--- src/rtl/mdr_pkg.sv ---
// shared constants and carrier types of the drive register map
package mdr_pkg;
    // input register pair addresses, upper word at the lower address
    localparam logic [15:0] ADDR_POSITION = 16'h0fa1;
    localparam logic [15:0] ADDR_STATUS = 16'h0fa3;
    localparam logic [15:0] ADDR_FAULT = 16'h0fa5;
    localparam logic [15:0] ADDR_DIN = 16'h0fa7;
    localparam logic [15:0] ADDR_DOUT = 16'h0fa9;
    localparam logic [15:0] ADDR_SEL_ONE = 16'h0fab;
    localparam logic [15:0] ADDR_SEL_TWO = 16'h0fad;
    localparam logic [15:0] ADDR_INPUT_LAST = 16'h0fae;
    // holding register window and own control registers
    localparam logic [15:0] ADDR_HOLD_BASE = 16'h0fa1;
    localparam logic [15:0] ADDR_HOLD_LAST = 16'h0fb0;
    localparam logic [15:0] ADDR_REMAP_ONE = 16'h1388;
    localparam logic [15:0] ADDR_REMAP_TWO = 16'h1389;
    localparam logic [15:0] ADDR_LIMIT_HI = 16'h138a;
    localparam logic [15:0] ADDR_LIMIT_LO = 16'h138b;
    localparam logic [15:0] ADDR_I2T_CLEAR = 16'h138c;
    // coils
    localparam logic [15:0] ADDR_COIL_BASE = 16'h044c;
    localparam logic [15:0] ADDR_COIL_LAST = 16'h044f;
    localparam logic [15:0] COIL_ON = 16'hff00;
    localparam logic [15:0] COIL_OFF = 16'h0000;
    // function and exception codes
    localparam logic [7:0] FN_READ_COILS = 8'h01;
    localparam logic [7:0] FN_READ_HOLD = 8'h03;
    localparam logic [7:0] FN_READ_INPUT = 8'h04;
    localparam logic [7:0] FN_WRITE_COIL = 8'h05;
    localparam logic [7:0] FN_WRITE_HOLD = 8'h06;
    localparam logic [7:0] EXC_NONE = 8'h00;
    localparam logic [7:0] EXC_FUNCTION = 8'h01;
    localparam logic [7:0] EXC_ADDRESS = 8'h02;
    localparam logic [7:0] EXC_VALUE = 8'h03;
    // status and fault bit positions
    localparam int ST_ENABLED = 0;
    localparam int ST_HOMED = 1;
    localparam int ST_MOVING = 2;
    localparam int ST_SW_STOP = 3;
    localparam int ST_BRAKE_FREE = 20;
    localparam int ST_IN_POSITION = 26;
    localparam int ST_HOST = 31;
    localparam int FT_I2T = 11;
    // remap source indices, reset selections and reset limit
    localparam logic [3:0] SRC_POS_ERR = 4'h3;
    localparam logic [3:0] SRC_I2T_ACC = 4'h9;
    localparam logic [3:0] SRC_I2T_LIMIT = 4'ha;
    localparam logic [3:0] SRC_DIN = 4'hd;
    localparam logic [3:0] SRC_DOUT = 4'he;
    localparam logic [3:0] REMAP_ONE_RST = 4'h0;
    localparam logic [3:0] REMAP_TWO_RST = 4'h1;
    localparam logic [31:0] I2T_LIMIT_RST = 32'h0100_0000;

    typedef struct packed {
        logic [7:0] func;
        logic [15:0] addr;
        logic [15:0] wdata;
    } mdr_req_t;

    typedef struct packed {
        logic [15:0] data;
        logic [7:0] exc;
    } mdr_rsp_t;

    typedef struct packed {
        logic enabled;
        logic homed;
        logic moving;
        logic sw_stop;
        logic brake_released;
        logic in_position;
        logic host_control;
    } mdr_state_t;

    typedef struct packed {
        logic watchdog;
        logic short_circuit;
        logic flash;
        logic under_volt;
        logic over_volt;
        logic drive_temp;
        logic motor_temp;
        logic over_current;
        logic feedback;
        logic pos_error;
        logic sw_stop;
        logic neg_limit;
        logic pos_limit;
    } mdr_faults_t;
endpackage

--- src/rtl/mdr_hold_mem.sv ---
// holding register store with registered read data
module mdr_hold_mem #(
    parameter int DEPTH = 16,
    parameter int AW = 4
) (
    input wire logic mclk,
    input wire logic we,
    input wire logic [AW-1:0] waddr,
    input wire logic [15:0] wdata,
    input wire logic [AW-1:0] raddr,
    output logic [15:0] rdata
);
    import mdr_pkg::*;

    logic [15:0] mem [DEPTH];

    // no reset on the array, contents are undefined until written
    always_ff @(posedge mclk)
    begin
        if (we)
        begin
            mem[waddr] <= wdata;
        end
    end

    // read data out of a register, one cycle after the address
    always_ff @(posedge mclk)
    begin
        rdata <= mem[raddr];
    end
endmodule // mdr_hold_mem

--- src/rtl/mdr_i2t.sv ---
// current squared time accumulator and limit fault
module mdr_i2t (
    input wire logic mclk,
    input wire logic rst_b,
    input wire logic running,
    input wire logic [15:0] cur_sq,
    input wire logic clear,
    input wire logic [31:0] limit,
    output logic [31:0] acc_q,
    output logic fault_q
);
    import mdr_pkg::*;

    logic [32:0] sum;

    assign sum = {1'b0, acc_q} + {17'h0_0000, cur_sq};

    // accumulate while running, saturate instead of wrapping
    always_ff @(posedge mclk or negedge rst_b)
    begin
        if (!rst_b)
            acc_q <= 32'h0000_0000;
        else if (clear)
            acc_q <= 32'h0000_0000;
        else if (running)
            acc_q <= sum[32] ? 32'hffff_ffff : sum[31:0];
    end

    // fault follows the comparison one cycle later
    always_ff @(posedge mclk or negedge rst_b)
    begin
        if (!rst_b)
            fault_q <= 1'b0;
        else
            fault_q <= (acc_q > limit);
    end
endmodule // mdr_i2t

--- src/rtl/mdr_regmap.sv ---
// drive register map: input words, coils, holding store, remap
module mdr_regmap #(
    parameter bit STEPPER = 1'b0,
    parameter int NUM_SRC = 15,
    parameter int NUM_DIN = 4,
    parameter int NUM_DOUT_IMG = 2,
    parameter int NUM_COIL = 4
) (
    input wire logic mclk,
    input wire logic rst_b,
    input wire logic req_valid,
    input wire mdr_pkg::mdr_req_t req,
    output logic rsp_valid,
    output mdr_pkg::mdr_rsp_t rsp,
    input wire logic [31:0] position,
    input wire mdr_pkg::mdr_state_t state,
    input wire mdr_pkg::mdr_faults_t faults,
    input wire logic [NUM_DIN-1:0] din,
    input wire logic [31:0] src_vals [NUM_SRC],
    input wire logic encoder_fitted,
    input wire logic motor_running,
    input wire logic [15:0] cur_sq,
    output logic [NUM_COIL-1:0] dout_q
);
    import mdr_pkg::*;

    logic [3:0] remap_one_q;
    logic [3:0] remap_two_q;
    logic [31:0] limit_q;
    logic [31:0] i2t_acc;
    logic i2t_fault;
    logic [31:0] status_word;
    logic [31:0] fault_word;
    logic [31:0] din_word;
    logic [31:0] dout_word;
    logic [31:0] remap_one_word;
    logic [31:0] remap_two_word;
    logic [15:0] rd_word;
    logic [7:0] rd_exc;
    logic hold_wr;
    logic i2t_clear;
    logic [3:0] hold_idx;
    logic [15:0] hold_rdata;
    logic [1:0] coil_idx;
    logic rsp_valid_q;
    logic from_mem_q;
    mdr_rsp_t rsp_q;

    // a pair splits with the upper half at the lower address
    function automatic logic [15:0] half(input logic [31:0] v, input logic [15:0] a,
                                         input logic [15:0] base);
        return (a == base) ? v[31:16] : v[15:0];
    endfunction

    // source selection; stepper hides sources past its shorter list
    function automatic logic [31:0] pick(input logic [3:0] sel);
        logic [31:0] v;
        v = 32'h0000_0000;
        if (sel == SRC_I2T_ACC && !STEPPER)
            v = i2t_acc;
        else if (sel == SRC_I2T_LIMIT && !STEPPER)
            v = limit_q;
        else if (sel == SRC_DIN)
            v = din_word;
        else if (sel == SRC_DOUT)
            v = dout_word;
        else if (STEPPER && sel == SRC_POS_ERR && !encoder_fitted)
            v = 32'h0000_0000;
        else if (32'(sel) < NUM_SRC && !(STEPPER && sel > SRC_I2T_LIMIT))
            v = src_vals[sel];
        return v;
    endfunction

    // status bitmap, internal-use positions held at zero
    always_comb
    begin
        status_word = 32'h0000_0000;
        status_word[ST_ENABLED] = state.enabled;
        status_word[ST_HOMED] = state.homed;
        status_word[ST_MOVING] = state.moving;
        status_word[ST_SW_STOP] = state.sw_stop;
        status_word[ST_BRAKE_FREE] = state.brake_released;
        status_word[ST_IN_POSITION] = state.in_position;
        status_word[ST_HOST] = state.host_control;
    end

    // fault bitmap, one means present; bits 14 and up reserved
    assign fault_word = {18'h0_0000, faults.watchdog, faults.short_circuit,
                         i2t_fault, faults.flash, faults.under_volt,
                         faults.over_volt, faults.drive_temp, faults.motor_temp,
                         faults.over_current, faults.feedback, faults.pos_error,
                         faults.sw_stop, faults.neg_limit, faults.pos_limit};

    // pin images carry only the used low bits
    assign din_word = {{(32-NUM_DIN){1'b0}}, din};
    assign dout_word = {{(32-NUM_DOUT_IMG){1'b0}}, dout_q[NUM_DOUT_IMG-1:0]};

    // a process rather than an assign: pick reads module signals that must wake it
    always_comb
    begin
        remap_one_word = pick(remap_one_q);
        remap_two_word = pick(remap_two_q);
    end

    mdr_i2t u_i2t (
        .mclk(mclk),
        .rst_b(rst_b),
        .running(motor_running),
        .cur_sq(cur_sq),
        .clear(i2t_clear),
        .limit(limit_q),
        .acc_q(i2t_acc),
        .fault_q(i2t_fault)
    );

    // write strobes decoded from the request
    assign hold_wr = req_valid && req.func == FN_WRITE_HOLD
                     && req.addr >= ADDR_HOLD_BASE && req.addr <= ADDR_HOLD_LAST;
    assign i2t_clear = req_valid && req.func == FN_WRITE_HOLD
                       && req.addr == ADDR_I2T_CLEAR;
    assign hold_idx = 4'(req.addr - ADDR_HOLD_BASE);
    assign coil_idx = 2'(req.addr - ADDR_COIL_BASE);

    mdr_hold_mem #(
        .DEPTH(16),
        .AW(4)
    ) u_hold (
        .mclk(mclk),
        .we(hold_wr),
        .waddr(hold_idx),
        .wdata(req.wdata),
        .raddr(hold_idx),
        .rdata(hold_rdata)
    );

    // read and write decode; exception code when refused
    always_comb
    begin
        rd_word = 16'h0000;
        rd_exc = EXC_NONE;
        if (req.func == FN_READ_INPUT)
        begin
            if (req.addr < ADDR_POSITION || req.addr > ADDR_INPUT_LAST)
                rd_exc = EXC_ADDRESS;
            else if (req.addr < ADDR_STATUS)
                rd_word = half(position, req.addr, ADDR_POSITION);
            else if (req.addr < ADDR_FAULT)
                rd_word = half(status_word, req.addr, ADDR_STATUS);
            else if (req.addr < ADDR_DIN)
                rd_word = half(fault_word, req.addr, ADDR_FAULT);
            else if (req.addr < ADDR_DOUT)
                rd_word = half(din_word, req.addr, ADDR_DIN);
            else if (req.addr < ADDR_SEL_ONE)
                rd_word = half(dout_word, req.addr, ADDR_DOUT);
            else if (req.addr < ADDR_SEL_TWO)
                rd_word = half(remap_one_word, req.addr, ADDR_SEL_ONE);
            else
                rd_word = half(remap_two_word, req.addr, ADDR_SEL_TWO);
        end
        else if (req.func == FN_READ_COILS || req.func == FN_WRITE_COIL)
        begin
            if (req.addr < ADDR_COIL_BASE || req.addr > ADDR_COIL_LAST)
                rd_exc = EXC_ADDRESS;
            else if (req.func == FN_WRITE_COIL && req.wdata != COIL_ON
                     && req.wdata != COIL_OFF)
                rd_exc = EXC_VALUE;
            else if (req.func == FN_WRITE_COIL)
                rd_word = req.wdata; // write answer echoes value
            else
                rd_word = {15'h0000, dout_q[coil_idx]};
        end
        else if (req.func == FN_READ_HOLD || req.func == FN_WRITE_HOLD)
        begin
            if (req.addr >= ADDR_HOLD_BASE && req.addr <= ADDR_HOLD_LAST)
                rd_word = req.wdata;
            else if (req.addr == ADDR_REMAP_ONE)
                rd_word = {12'h000, remap_one_q};
            else if (req.addr == ADDR_REMAP_TWO)
                rd_word = {12'h000, remap_two_q};
            else if (req.addr == ADDR_LIMIT_HI)
                rd_word = limit_q[31:16];
            else if (req.addr == ADDR_LIMIT_LO)
                rd_word = limit_q[15:0];
            else if (req.addr == ADDR_I2T_CLEAR)
                rd_word = 16'h0000;
            else
                rd_exc = EXC_ADDRESS;
            if (req.func == FN_WRITE_HOLD && rd_exc == EXC_NONE)
                rd_word = req.wdata;
        end
        else
        begin
            rd_exc = EXC_FUNCTION;
        end
    end

    // coils drive the outputs directly
    always_ff @(posedge mclk or negedge rst_b)
    begin
        if (!rst_b)
            dout_q <= '0;
        else if (req_valid && req.func == FN_WRITE_COIL && rd_exc == EXC_NONE)
            dout_q[coil_idx] <= (req.wdata == COIL_ON);
    end

    // remap selections, default analog input and analog output
    always_ff @(posedge mclk or negedge rst_b)
    begin
        if (!rst_b)
        begin
            remap_one_q <= REMAP_ONE_RST;
            remap_two_q <= REMAP_TWO_RST;
        end
        else if (req_valid && req.func == FN_WRITE_HOLD)
        begin
            if (req.addr == ADDR_REMAP_ONE)
                remap_one_q <= req.wdata[3:0];
            else if (req.addr == ADDR_REMAP_TWO)
                remap_two_q <= req.wdata[3:0];
        end
    end

    // limit is two halves; a limit change is not atomic across them
    always_ff @(posedge mclk or negedge rst_b)
    begin
        if (!rst_b)
            limit_q <= I2T_LIMIT_RST;
        else if (req_valid && req.func == FN_WRITE_HOLD)
        begin
            if (req.addr == ADDR_LIMIT_HI)
                limit_q[31:16] <= req.wdata;
            else if (req.addr == ADDR_LIMIT_LO)
                limit_q[15:0] <= req.wdata;
        end
    end

    // answer one cycle after the request
    always_ff @(posedge mclk or negedge rst_b)
    begin
        if (!rst_b)
        begin
            rsp_valid_q <= 1'b0;
            from_mem_q <= 1'b0;
            rsp_q <= '0;
        end
        else
        begin
            rsp_valid_q <= req_valid;
            from_mem_q <= req_valid && req.func == FN_READ_HOLD
                          && req.addr >= ADDR_HOLD_BASE && req.addr <= ADDR_HOLD_LAST;
            if (req_valid)
                rsp_q <= '{data: rd_word, exc: rd_exc};
        end
    end

    // stored holding reads come straight from the memory register
    assign rsp_valid = rsp_valid_q;
    assign rsp = from_mem_q ? mdr_rsp_t'{data: hold_rdata, exc: EXC_NONE} : rsp_q;
endmodule // mdr_regmap
--- config.mk ---
export PLATFORM = sky130hd
export DESIGN_NAME = mdr_regmap
export DESIGN_NICKNAME = d
export VERILOG_FILES = /design/src/rtl/mdr_pkg.sv /design/src/rtl/mdr_hold_mem.sv /design/src/rtl/mdr_i2t.sv /design/src/rtl/mdr_regmap.sv
export SDC_FILE = /design/constraint.sdc
export NUM_CORES = 1
export LEC_CHECK = 0
export BUFFER_PORTS_ARGS = -buffer_cell sky130_fd_sc_hd__buf_2
export CAP_MARGIN = 25
export CORE_AREA = 2 2 247 249
export CTS_CLUSTER_SIZE = 14
export DETAILED_ROUTE_END_ITERATION = 10
export DIE_AREA = 0 0 249 251
export PLACE_DENSITY = 0.68
export SYNTH_ARGS = -nofsm -noshare
export SYNTH_HDL_FRONTEND = slang
export SYNTH_SLANG_ARGS = --single-unit
--- constraint.sdc ---
create_clock -name mclk -period 5.07 [get_ports mclk]
set_clock_uncertainty 0.1 [all_clocks]
set_input_delay 0.507 -clock mclk [delete_from_list [all_inputs] [get_ports mclk]]
set_output_delay 0.507 -clock mclk [all_outputs]
set_load 0.005 [all_outputs]
== Word level (Yosys, flattened, before mapping) ==
Memory sizes are Yosys's and may differ from the RTL's. A register that Yosys moved wholly into a read port is not among the register bits.
Index checks and enable logic that the tools add are counted.
W data, S select, Z words.

* Flip-flop bits (word level): 103
* RAM bits: 256
* Input port bits: 597
* Output and inout bits: 29
* Word-level logic and storage cells: 159
* Memories kept: 1

{| class="wikitable"
|+ Memories
! memory !! depth !! bits a word !! read ports !! clocked after Yosys merged registers in !! wr ports !! line !! RTL
|-
| u_hold.mem || 16 || 16 || 1 || 1 || 1 || mdr_hold_mem.sv:15 || <nowiki>logic [15:0] mem [DEPTH];</nowiki>
|}

* Add/sub/neg operators: 3
* $lt $le $gt $ge: 19
* Equality and inequality tests: 27
* Multiplexer cells: 68
* Bitwise operators: 4
* Reductions and logical operators: 26

{| class="wikitable"
|+ Operator list
! kind !! count
|-
| $mux W32 || 17
|-
| $mux W16 || 23
|-
| $bmux W32 S4 || 2
|-
| $eq A16 B12 Y1 const B || 7
|-
| $lt A16 B12 Y1 const B || 7
|-
| $eq A16 B13 Y1 const B || 5
|-
| $mux W8 || 6
|-
| $add A32 B16 Y33 || 1
|-
| $eq A4 B4 Y1 const B || 8
|-
| $gt A32 B32 Y1 || 1
|-
| $eq A8 B3 Y1 const B || 3
|-
| $mux W24 || 1
|-
| $mux W2 || 10
|-
| $eq A16 B16 Y1 const B || 1
|-
| $ge A16 B12 Y1 const B || 1
|-
| $gt A16 B11 Y1 const B || 1
|-
| $gt A16 B12 Y1 const B || 1
|-
| $le A16 B12 Y1 const B || 1
|-
| $logic_not A8 Y1 || 2
|-
| $lt A16 B11 Y1 const B || 1
|-
| $ne A16 B16 Y1 const B || 1
|-
| $reduce_bool A16 Y1 || 1
|-
| $logic_and A1 B1 Y1 || 14
|-
| $mux W14 || 1
|-
| other kinds (19) || 31
|}

== Logic depth before layout (Yosys ltp) ==
* Depth in word-level cells: 18
* Depth in mapped cells: 14
* Mapped depth without buffers: 10

== By module ==
A second synthesis with hierarchy kept.

* Cell total of the unflattened synthesis: 2280
* Area total of the unflattened synthesis: 26628.0 sq um

{| class="wikitable"
|+ Modules (own cells, without submodules)
! module !! instances !! cells each !! area each (sq um) !! seq. area each (sq um)
|-
| mdr_regmap || 1 || 1478 || 13426.6 || 1604.0
|-
| mdr_hold_mem || 1 || 432 || 10042.1 || 8007.7
|-
| mdr_i2t || 1 || 370 || 3159.3 || 825.8
|}

== Worst setup path before layout ==
OpenSTA, ideal clock, no wires.

* Path kind: input to register
* Start: input port req[16] (netlist bit)
* End: memory u_hold.mem[12][0] (enable)
* Library setup time: 0.409 ns
* Data arrival time: 4.170 ns
* Required time: 4.561 ns
* Slack: 0.391 ns
* Stages: 12
* Path buffers: 3
* Cells stage by stage: clkbuf_1 buf_1 buf_1 inv_1 ha_1 or3b_2 a22oi_1 o21ai_0 nand2_1 nor2_1 nand2_1 nor3_1

* Word-level cells in the longest chain between the ends: 5
* Elaborated cells between the ends (all ways): 7
* Those cells by class: add/sub (1); order compare (2); mux (2); reduce/logical (2)

{| class="wikitable"
|+ Ends and longest elaborated chain
! item !! line !! RTL
|-
| start, declared || mdr_regmap.sv:12 || <nowiki>input wire mdr_pkg::mdr_req_t req,</nowiki>
|-
| $ge A16 B12 Y1 || mdr_regmap.sv:118 || <nowiki>&& req.addr >= ADDR_HOLD_BASE && req.addr <= ADDR_HOLD_LAST;</nowiki>
|-
| $logic_and A1 B1 Y1 (2 in a row) || mdr_regmap.sv:118 ||
|-
| $mux W1 || mdr_hold_mem.sv:20 || <nowiki>if (we)</nowiki>
|-
| $mux W1 (not written as such) || mdr_hold_mem.sv:22 || <nowiki>mem[waddr] <= wdata;</nowiki>
|-
| end, declared || mdr_hold_mem.sv:15 ||
|}

Parallel ways exist; a longest one is shown, timed or not.

== Worst setup path in the final report ==
* Start: register remap_two_q[0]
* End: register rsp_q[16] (netlist bit)

* Word-level cells in the longest chain between the ends: 18
* Elaborated cells between the ends (all ways): 23
* Those cells by class: order compare (1); eq/ne (4); mux (17); bitwise (1)

{| class="wikitable"
|+ Ends and longest elaborated chain
! item !! line !! RTL
|-
| start, declared || mdr_regmap.sv:28 || <nowiki>logic [3:0] remap_two_q;</nowiki>
|-
| start signal, assigned || mdr_regmap.sv:219 || <nowiki>remap_two_q <= req.wdata[3:0];</nowiki>
|-
| $not A4 Y5 (not written as such) || mdr_regmap.sv:70 || <nowiki>v = src_vals[sel];</nowiki>
|-
| $bmux W32 S4 || mdr_regmap.sv:70 ||
|-
| $mux W32 (not written as such) (2 in a row) || mdr_regmap.sv:70 ||
|-
| $mux W32 || mdr_regmap.sv:69 || <nowiki>else if (32'(sel) < NUM_SRC && !(STEPPER && sel > SRC_I2T_LIMIT))</nowiki>
|-
| $mux W32 || mdr_regmap.sv:65 || <nowiki>else if (sel == SRC_DOUT)</nowiki>
|-
| $mux W32 || mdr_regmap.sv:63 || <nowiki>else if (sel == SRC_DIN)</nowiki>
|-
| $mux W32 || mdr_regmap.sv:61 || <nowiki>else if (sel == SRC_I2T_LIMIT && !STEPPER)</nowiki>
|-
| $mux W32 (*) || mdr_regmap.sv:59 || <nowiki>if (sel == SRC_I2T_ACC && !STEPPER)</nowiki>
|-
| $mux W16 (*) || mdr_regmap.sv:52 || <nowiki>return (a == base) ? v[31:16] : v[15:0];</nowiki>
|-
| $mux W16 (*) || mdr_regmap.sv:155 || <nowiki>else if (req.addr < ADDR_SEL_TWO)</nowiki>
|-
| $mux W16 (*) || mdr_regmap.sv:153 || <nowiki>else if (req.addr < ADDR_SEL_ONE)</nowiki>
|-
| $mux W16 (*) || mdr_regmap.sv:151 || <nowiki>else if (req.addr < ADDR_DOUT)</nowiki>
|-
| $mux W16 (*) || mdr_regmap.sv:149 || <nowiki>else if (req.addr < ADDR_DIN)</nowiki>
|-
| $mux W16 (*) || mdr_regmap.sv:147 || <nowiki>else if (req.addr < ADDR_FAULT)</nowiki>
|-
| $mux W16 (*) || mdr_regmap.sv:145 || <nowiki>else if (req.addr < ADDR_STATUS)</nowiki>
|-
| $mux W16 (*) || mdr_regmap.sv:143 || <nowiki>if (req.addr < ADDR_POSITION || req.addr > ADDR_INPUT_LAST)</nowiki>
|-
| $mux W16 (*) || mdr_regmap.sv:141 || <nowiki>if (req.func == FN_READ_INPUT)</nowiki>
|-
| end signal, assigned || mdr_regmap.sv:252 || <nowiki>rsp_q <= '{data: rd_word, exc: rd_exc};</nowiki>
|-
| end, declared || mdr_regmap.sv:47 || <nowiki>mdr_rsp_t rsp_q;</nowiki>
|}

Every way passes the cells marked *; elsewhere a longest branch is shown, timed or not. The select of a mux whose other input is x is not followed.
A chain may end at the register's enable or synchronous reset.

==> reports/summary.md <==
Summed over all layers, the routed wires come to 128,500 um. After detailed routing, the average wire length per cell comes to 35.38 um. The tools report the number of routed nets with antenna violations as 0. The initial utilization of the core area, before any placement, comes to 44.07%. Gates resized during post-CTS repair numbered 0. The critical path is of the flip-flop to flip-flop type.

The height of the chip was 251 um. Before antenna repair, the detailed router went through 8 iterations. Once detailed placement completed, the half-perimeter wirelength came to 100,400 um. The tools report the pin count of the biggest net entering global routing as 65. Port buffer count: 578. TritonCTS built the clock tree. For met2 alone, demand over resource in global routing was 58.92%. Cells with a size suffix above 1 make up 38.31% of the layout. After technology mapping, the gate count stands at 2,252. The most numerous cell type found on the critical path is sky130_fd_sc_hd__o21ai_0.

The run finished with clean final reports. 626 I/O pins were placed. IR analysis of the VDD net gives a maximum drop of 220.7 uV. STA classifies the critical path startpoint as a flip-flop.

The most crowded layer after global routing is met2. The run gives 39.81% as the all-layer global routing usage. At the worst endpoint, the arrival time is 4.29 ns. The number of antenna violations at the first check in global routing came out at 40.

Counting along the longest clock path gives a buffer depth of 3. The final instance area is 31,700 um2. Counting cells, the worst reg-to-reg path comes to 8. The final period utilization is 77.63%.

The clock transition at the registers of the reported paths was 0.06 ns; the final setup violation count was 0. Yosys attributes the largest share of cell area to sky130_fd_sc_hd__edfxtp_1 (29%), sky130_fd_sc_hd__mux4_2 (21%), sky130_fd_sc_hd__dfrtp_1 (9.0%), sky130_fd_sc_hd__mux2i_1 (4.6%), sky130_fd_sc_hd__mux2_2 (2.9%). The tool flagged a number of max-cap violations equal to 0.

Final max-slew violation count: 0. Endpoint of the most critical setup path: rsp_q[16]. The cell family with the largest share of critical-path delay is compound AO/OA/AOI/OAI gates.

Of all cell types, the one taking the most synthesized area is sky130_fd_sc_hd__edfxtp_1. sky130_fd_sc_hd__edfxtp_1 is the most common cell in the netlist. Including well taps, the total number of placed cells is 3,519. In this run the worst path has a maximum fanout of 46.

The clock drives 369 sinks. The logs give 23,460 for the number of global-route vias before repair and 26,350 um2 for the post-synthesis instance area. The placed instances occupy a cell area of 30,290 um2. The final layout contains 3,433 nets. Of the post-synthesis cell area, the dominant cell type holds 29.17%. The tools report the count of endpoints failing hold in the final timing report as 0.

Critical path depth: 8. The sequential-to-total area share from yosys stat is 39.61%. The synthesized flop and latch total was 369; the highest clock rate was 0.2541 GHz. For the total power of the final layout, the log shows 8299 uW.

The startpoint identified for the worst register-to-register timing path is remap_two_q[0]. In this run the tightest slew margin relative to its limit is 23.47%. Relative to the synthesized area, the layout overhead comes to 20.30%. The final route contains 24,990 vias. The tools report the post-route setup TNS as 0 ns. Global routing finished with a remaining overflow of 0. On the final layout, the worst hold slack is 0.2360 ns.

The tools report the library cell used as clock root buffer as sky130_fd_sc_hd__clkbuf_16. Highest cell delay on the worst timing path: 1.12 ns. Of all flip-flops after synthesis, the portion carrying an async set or reset was 26.29%. The routed design could run at a clock period as short as 3.936 ns.

The buffer count from post-CTS setup fixing is 0. The combined buffer and inverter count along the critical path was 0; the final routed DRC violation total was 0. The standard cell with the maximum stage delay on the critical path is sky130_fd_sc_hd__dfstp_4. STA puts the critical path data required time at 5.43 ns. The clock reaches the later pin of the worst-skew pair after 0.58 ns. The routability congestion estimate was 1.172; the leakage component of the power was 0.01201 uW.

After the first detailed-routing iteration, the DRC count stood at 3,863. The number of hold buffers added after CTS came out at 1. The post-synthesis area per instance came out at 11.70 um2. The commonest cells after synthesis are sky130_fd_sc_hd__edfxtp_1 (256), sky130_fd_sc_hd__mux4_2 (251), sky130_fd_sc_hd__nand2_1 (177), sky130_fd_sc_hd__nor2_1 (168), sky130_fd_sc_hd__a21oi_1 (128).

The logs give 176,600 um for the global-route wire length before repair and 88 for the count of unique library cells instantiated by Yosys. Power spread over the standard cell area amounts to 261.8 nW/um2. The die covers 62,500 um2. Setup repair after global routing left no endpoint under its margin.

The signal on the critical path passes through mux4_2 -> a22oi_1 -> o21ai_0 -> o21ai_0 -> o221ai_1 -> a32oi_1 -> o22ai_1 -> o2bb2ai_1. The tools report the critical path launch point as remap_two_q[0]. At the pin with the least slew margin, the transition time is 1.137 ns.

The number of flops mapped to enable cells by yosys works out to 256. After floorplanning, the core was sized to cover 59,790 um2. The H-tree was split into 2 levels. The worst register-to-register path ends at rsp_q[16].

For this run, global-route usage on met1 was measured as 54.61%. The Yosys step of the flow raised 0 warnings. The floorplan has 90 rows.

For this run, the leading register cell type out of synthesis is sky130_fd_sc_hd__edfxtp_1. Setup slack on the worst reg-to-reg path comes out at 1.13 ns. STA classifies the critical path endpoint as a flip-flop.

The number of CTS-inserted buffers was 40; the routing usage on met3 was 9.153%. In the routed layout, each cell is associated on average with a via count of 6.879. From left edge to right edge, the die measures 249 um.

The path class of the lowest-slack min-delay path was primary input to flip-flop. The run gives 3,633 as the non-filler instance count after layout.
==> how the worst min path moves through the flow <==
stage          startpoint          to  cells past startpoint  slack [ns]
6_report          req[33]  from_mem_q                      3        0.24
5_1_grt           req[33]  from_mem_q                      3        0.25
4_1_cts           req[33]  from_mem_q                      3        0.22
3_5_place_dp     rsp_q[1]    rsp_q[1]                      1        0.37
3_3_place_gp     rsp_q[1]    rsp_q[1]                      1        0.37
2_1_floorplan       rst_b   dout_q[0]                      0        0.11
==> worst min-delay path, cell delays in order <==
cell and delay (ns):
sky130_fd_sc_hd__buf_2 0.12, sky130_fd_sc_hd__nand3_1 0.14, sky130_fd_sc_hd__nor4b_1 0.07
==> cells by family (layout without fill, tap and decap cells) <==
logic type	Yosys count	count (layout)	share of synthesized area (%)
flip-flops	369	369	39.61
other	1	43	0.01423
AO/OA/AOI/OAI	550	550	14.01
buffers and inverters	241	798	3.760
adder cells (fa/ha/maj)	54	54	2.592
XOR/XNOR	16	16	0.5318
multiplexers	439	439	28.91
AND/OR/NAND/NOR	582	582	10.58
==> per-layer routing <==
metal | up-vias | routed length, um
met3 | 288 | 15120
met4 | 6 | 7768
met2 | 1956 | 56350
met1 | 12610 | 49240
li1 | 10130 | -
met5 | - | 40
==> report_power, final <==
| part | switching, uW | internal, uW | leakage [uW] | total, uW |
|---|---|---|---|---|
| clock | 1230 | 1610 | 0.000621 | 2840 |
| combinational | 1020 | 836 | 0.00779 | 1860 |
| sequential | 264 | 3340 | 0.00360 | 3610 |
==> state kept, by name, indices dropped and copies added, names as in the netlist <==
name / count
u_hold.mem: 256
limit_q: 32
u_i2t.acc_q: 32
rsp_q: 18
u_hold.rdata: 16
dout_q: 4
remap_one_q: 4
remap_two_q: 4
from_mem_q: 1
rsp_valid: 1
u_i2t.fault_q: 1
==> cell type report <==
class / instances / area [um2]
Antenna cell: 37 / 92.59
Clock buffer: 58 / 1119
Clock inverter: 16 / 158.9
Fill cell: 5229 / 28090
Inverter: 60 / 225.2
Multi-Input combinational cell: 1647 / 15030
Sequential cell: 369 / 10460
Tap cell: 782 / 978.4
Timing Repair Buffer: 664 / 3638
==> stage by stage <==
stage               setup WS [ns]  utilization, %
global route                1.063           52.96
floorplan                  0.3911               -
detailed placement         0.9136           50.65
global placement           0.9707           50.64
finish                      1.134           53.02
CTS                         1.198           52.80
==> layout by cell type (no fill, tap or decap), types with 9 or more instances in the layout <==
master	instances
sky130_fd_sc_hd__buf_2	577
sky130_fd_sc_hd__edfxtp_1	256
sky130_fd_sc_hd__mux4_2	251
sky130_fd_sc_hd__nand2_1	177
sky130_fd_sc_hd__nor2_1	168
sky130_fd_sc_hd__a21oi_1	128
sky130_fd_sc_hd__mux2i_1	121
sky130_fd_sc_hd__o21ai_0	109
sky130_fd_sc_hd__dfrtp_1	88
sky130_fd_sc_hd__buf_4	78
sky130_fd_sc_hd__mux2_2	67
sky130_fd_sc_hd__inv_1	60
sky130_fd_sc_hd__ha_1	52
sky130_fd_sc_hd__nor3_1	40
sky130_fd_sc_hd__nand3_1	40
sky130_fd_sc_hd__a211oi_1	40
sky130_fd_sc_hd__clkbuf_16	40
sky130_fd_sc_hd__diode_2	37
sky130_fd_sc_hd__a31oi_1	29
sky130_fd_sc_hd__o211ai_1	27
sky130_fd_sc_hd__nor2b_1	26
sky130_fd_sc_hd__a221oi_1	24
sky130_fd_sc_hd__a22oi_1	23
sky130_fd_sc_hd__nand4_1	22
sky130_fd_sc_hd__o22ai_1	21
sky130_fd_sc_hd__a21o_1	17
sky130_fd_sc_hd__nand2b_1	16
sky130_fd_sc_hd__dfxtp_1	16
sky130_fd_sc_hd__and3_1	15
sky130_fd_sc_hd__o221ai_1	14
sky130_fd_sc_hd__clkbuf_1	13
sky130_fd_sc_hd__nor4_1	11
sky130_fd_sc_hd__a22o_1	11
sky130_fd_sc_hd__a2111oi_0	11
sky130_fd_sc_hd__o21a_1	9
sky130_fd_sc_hd__xor2_1	9
No activity file was read; power rests on OpenSTA's default activity.
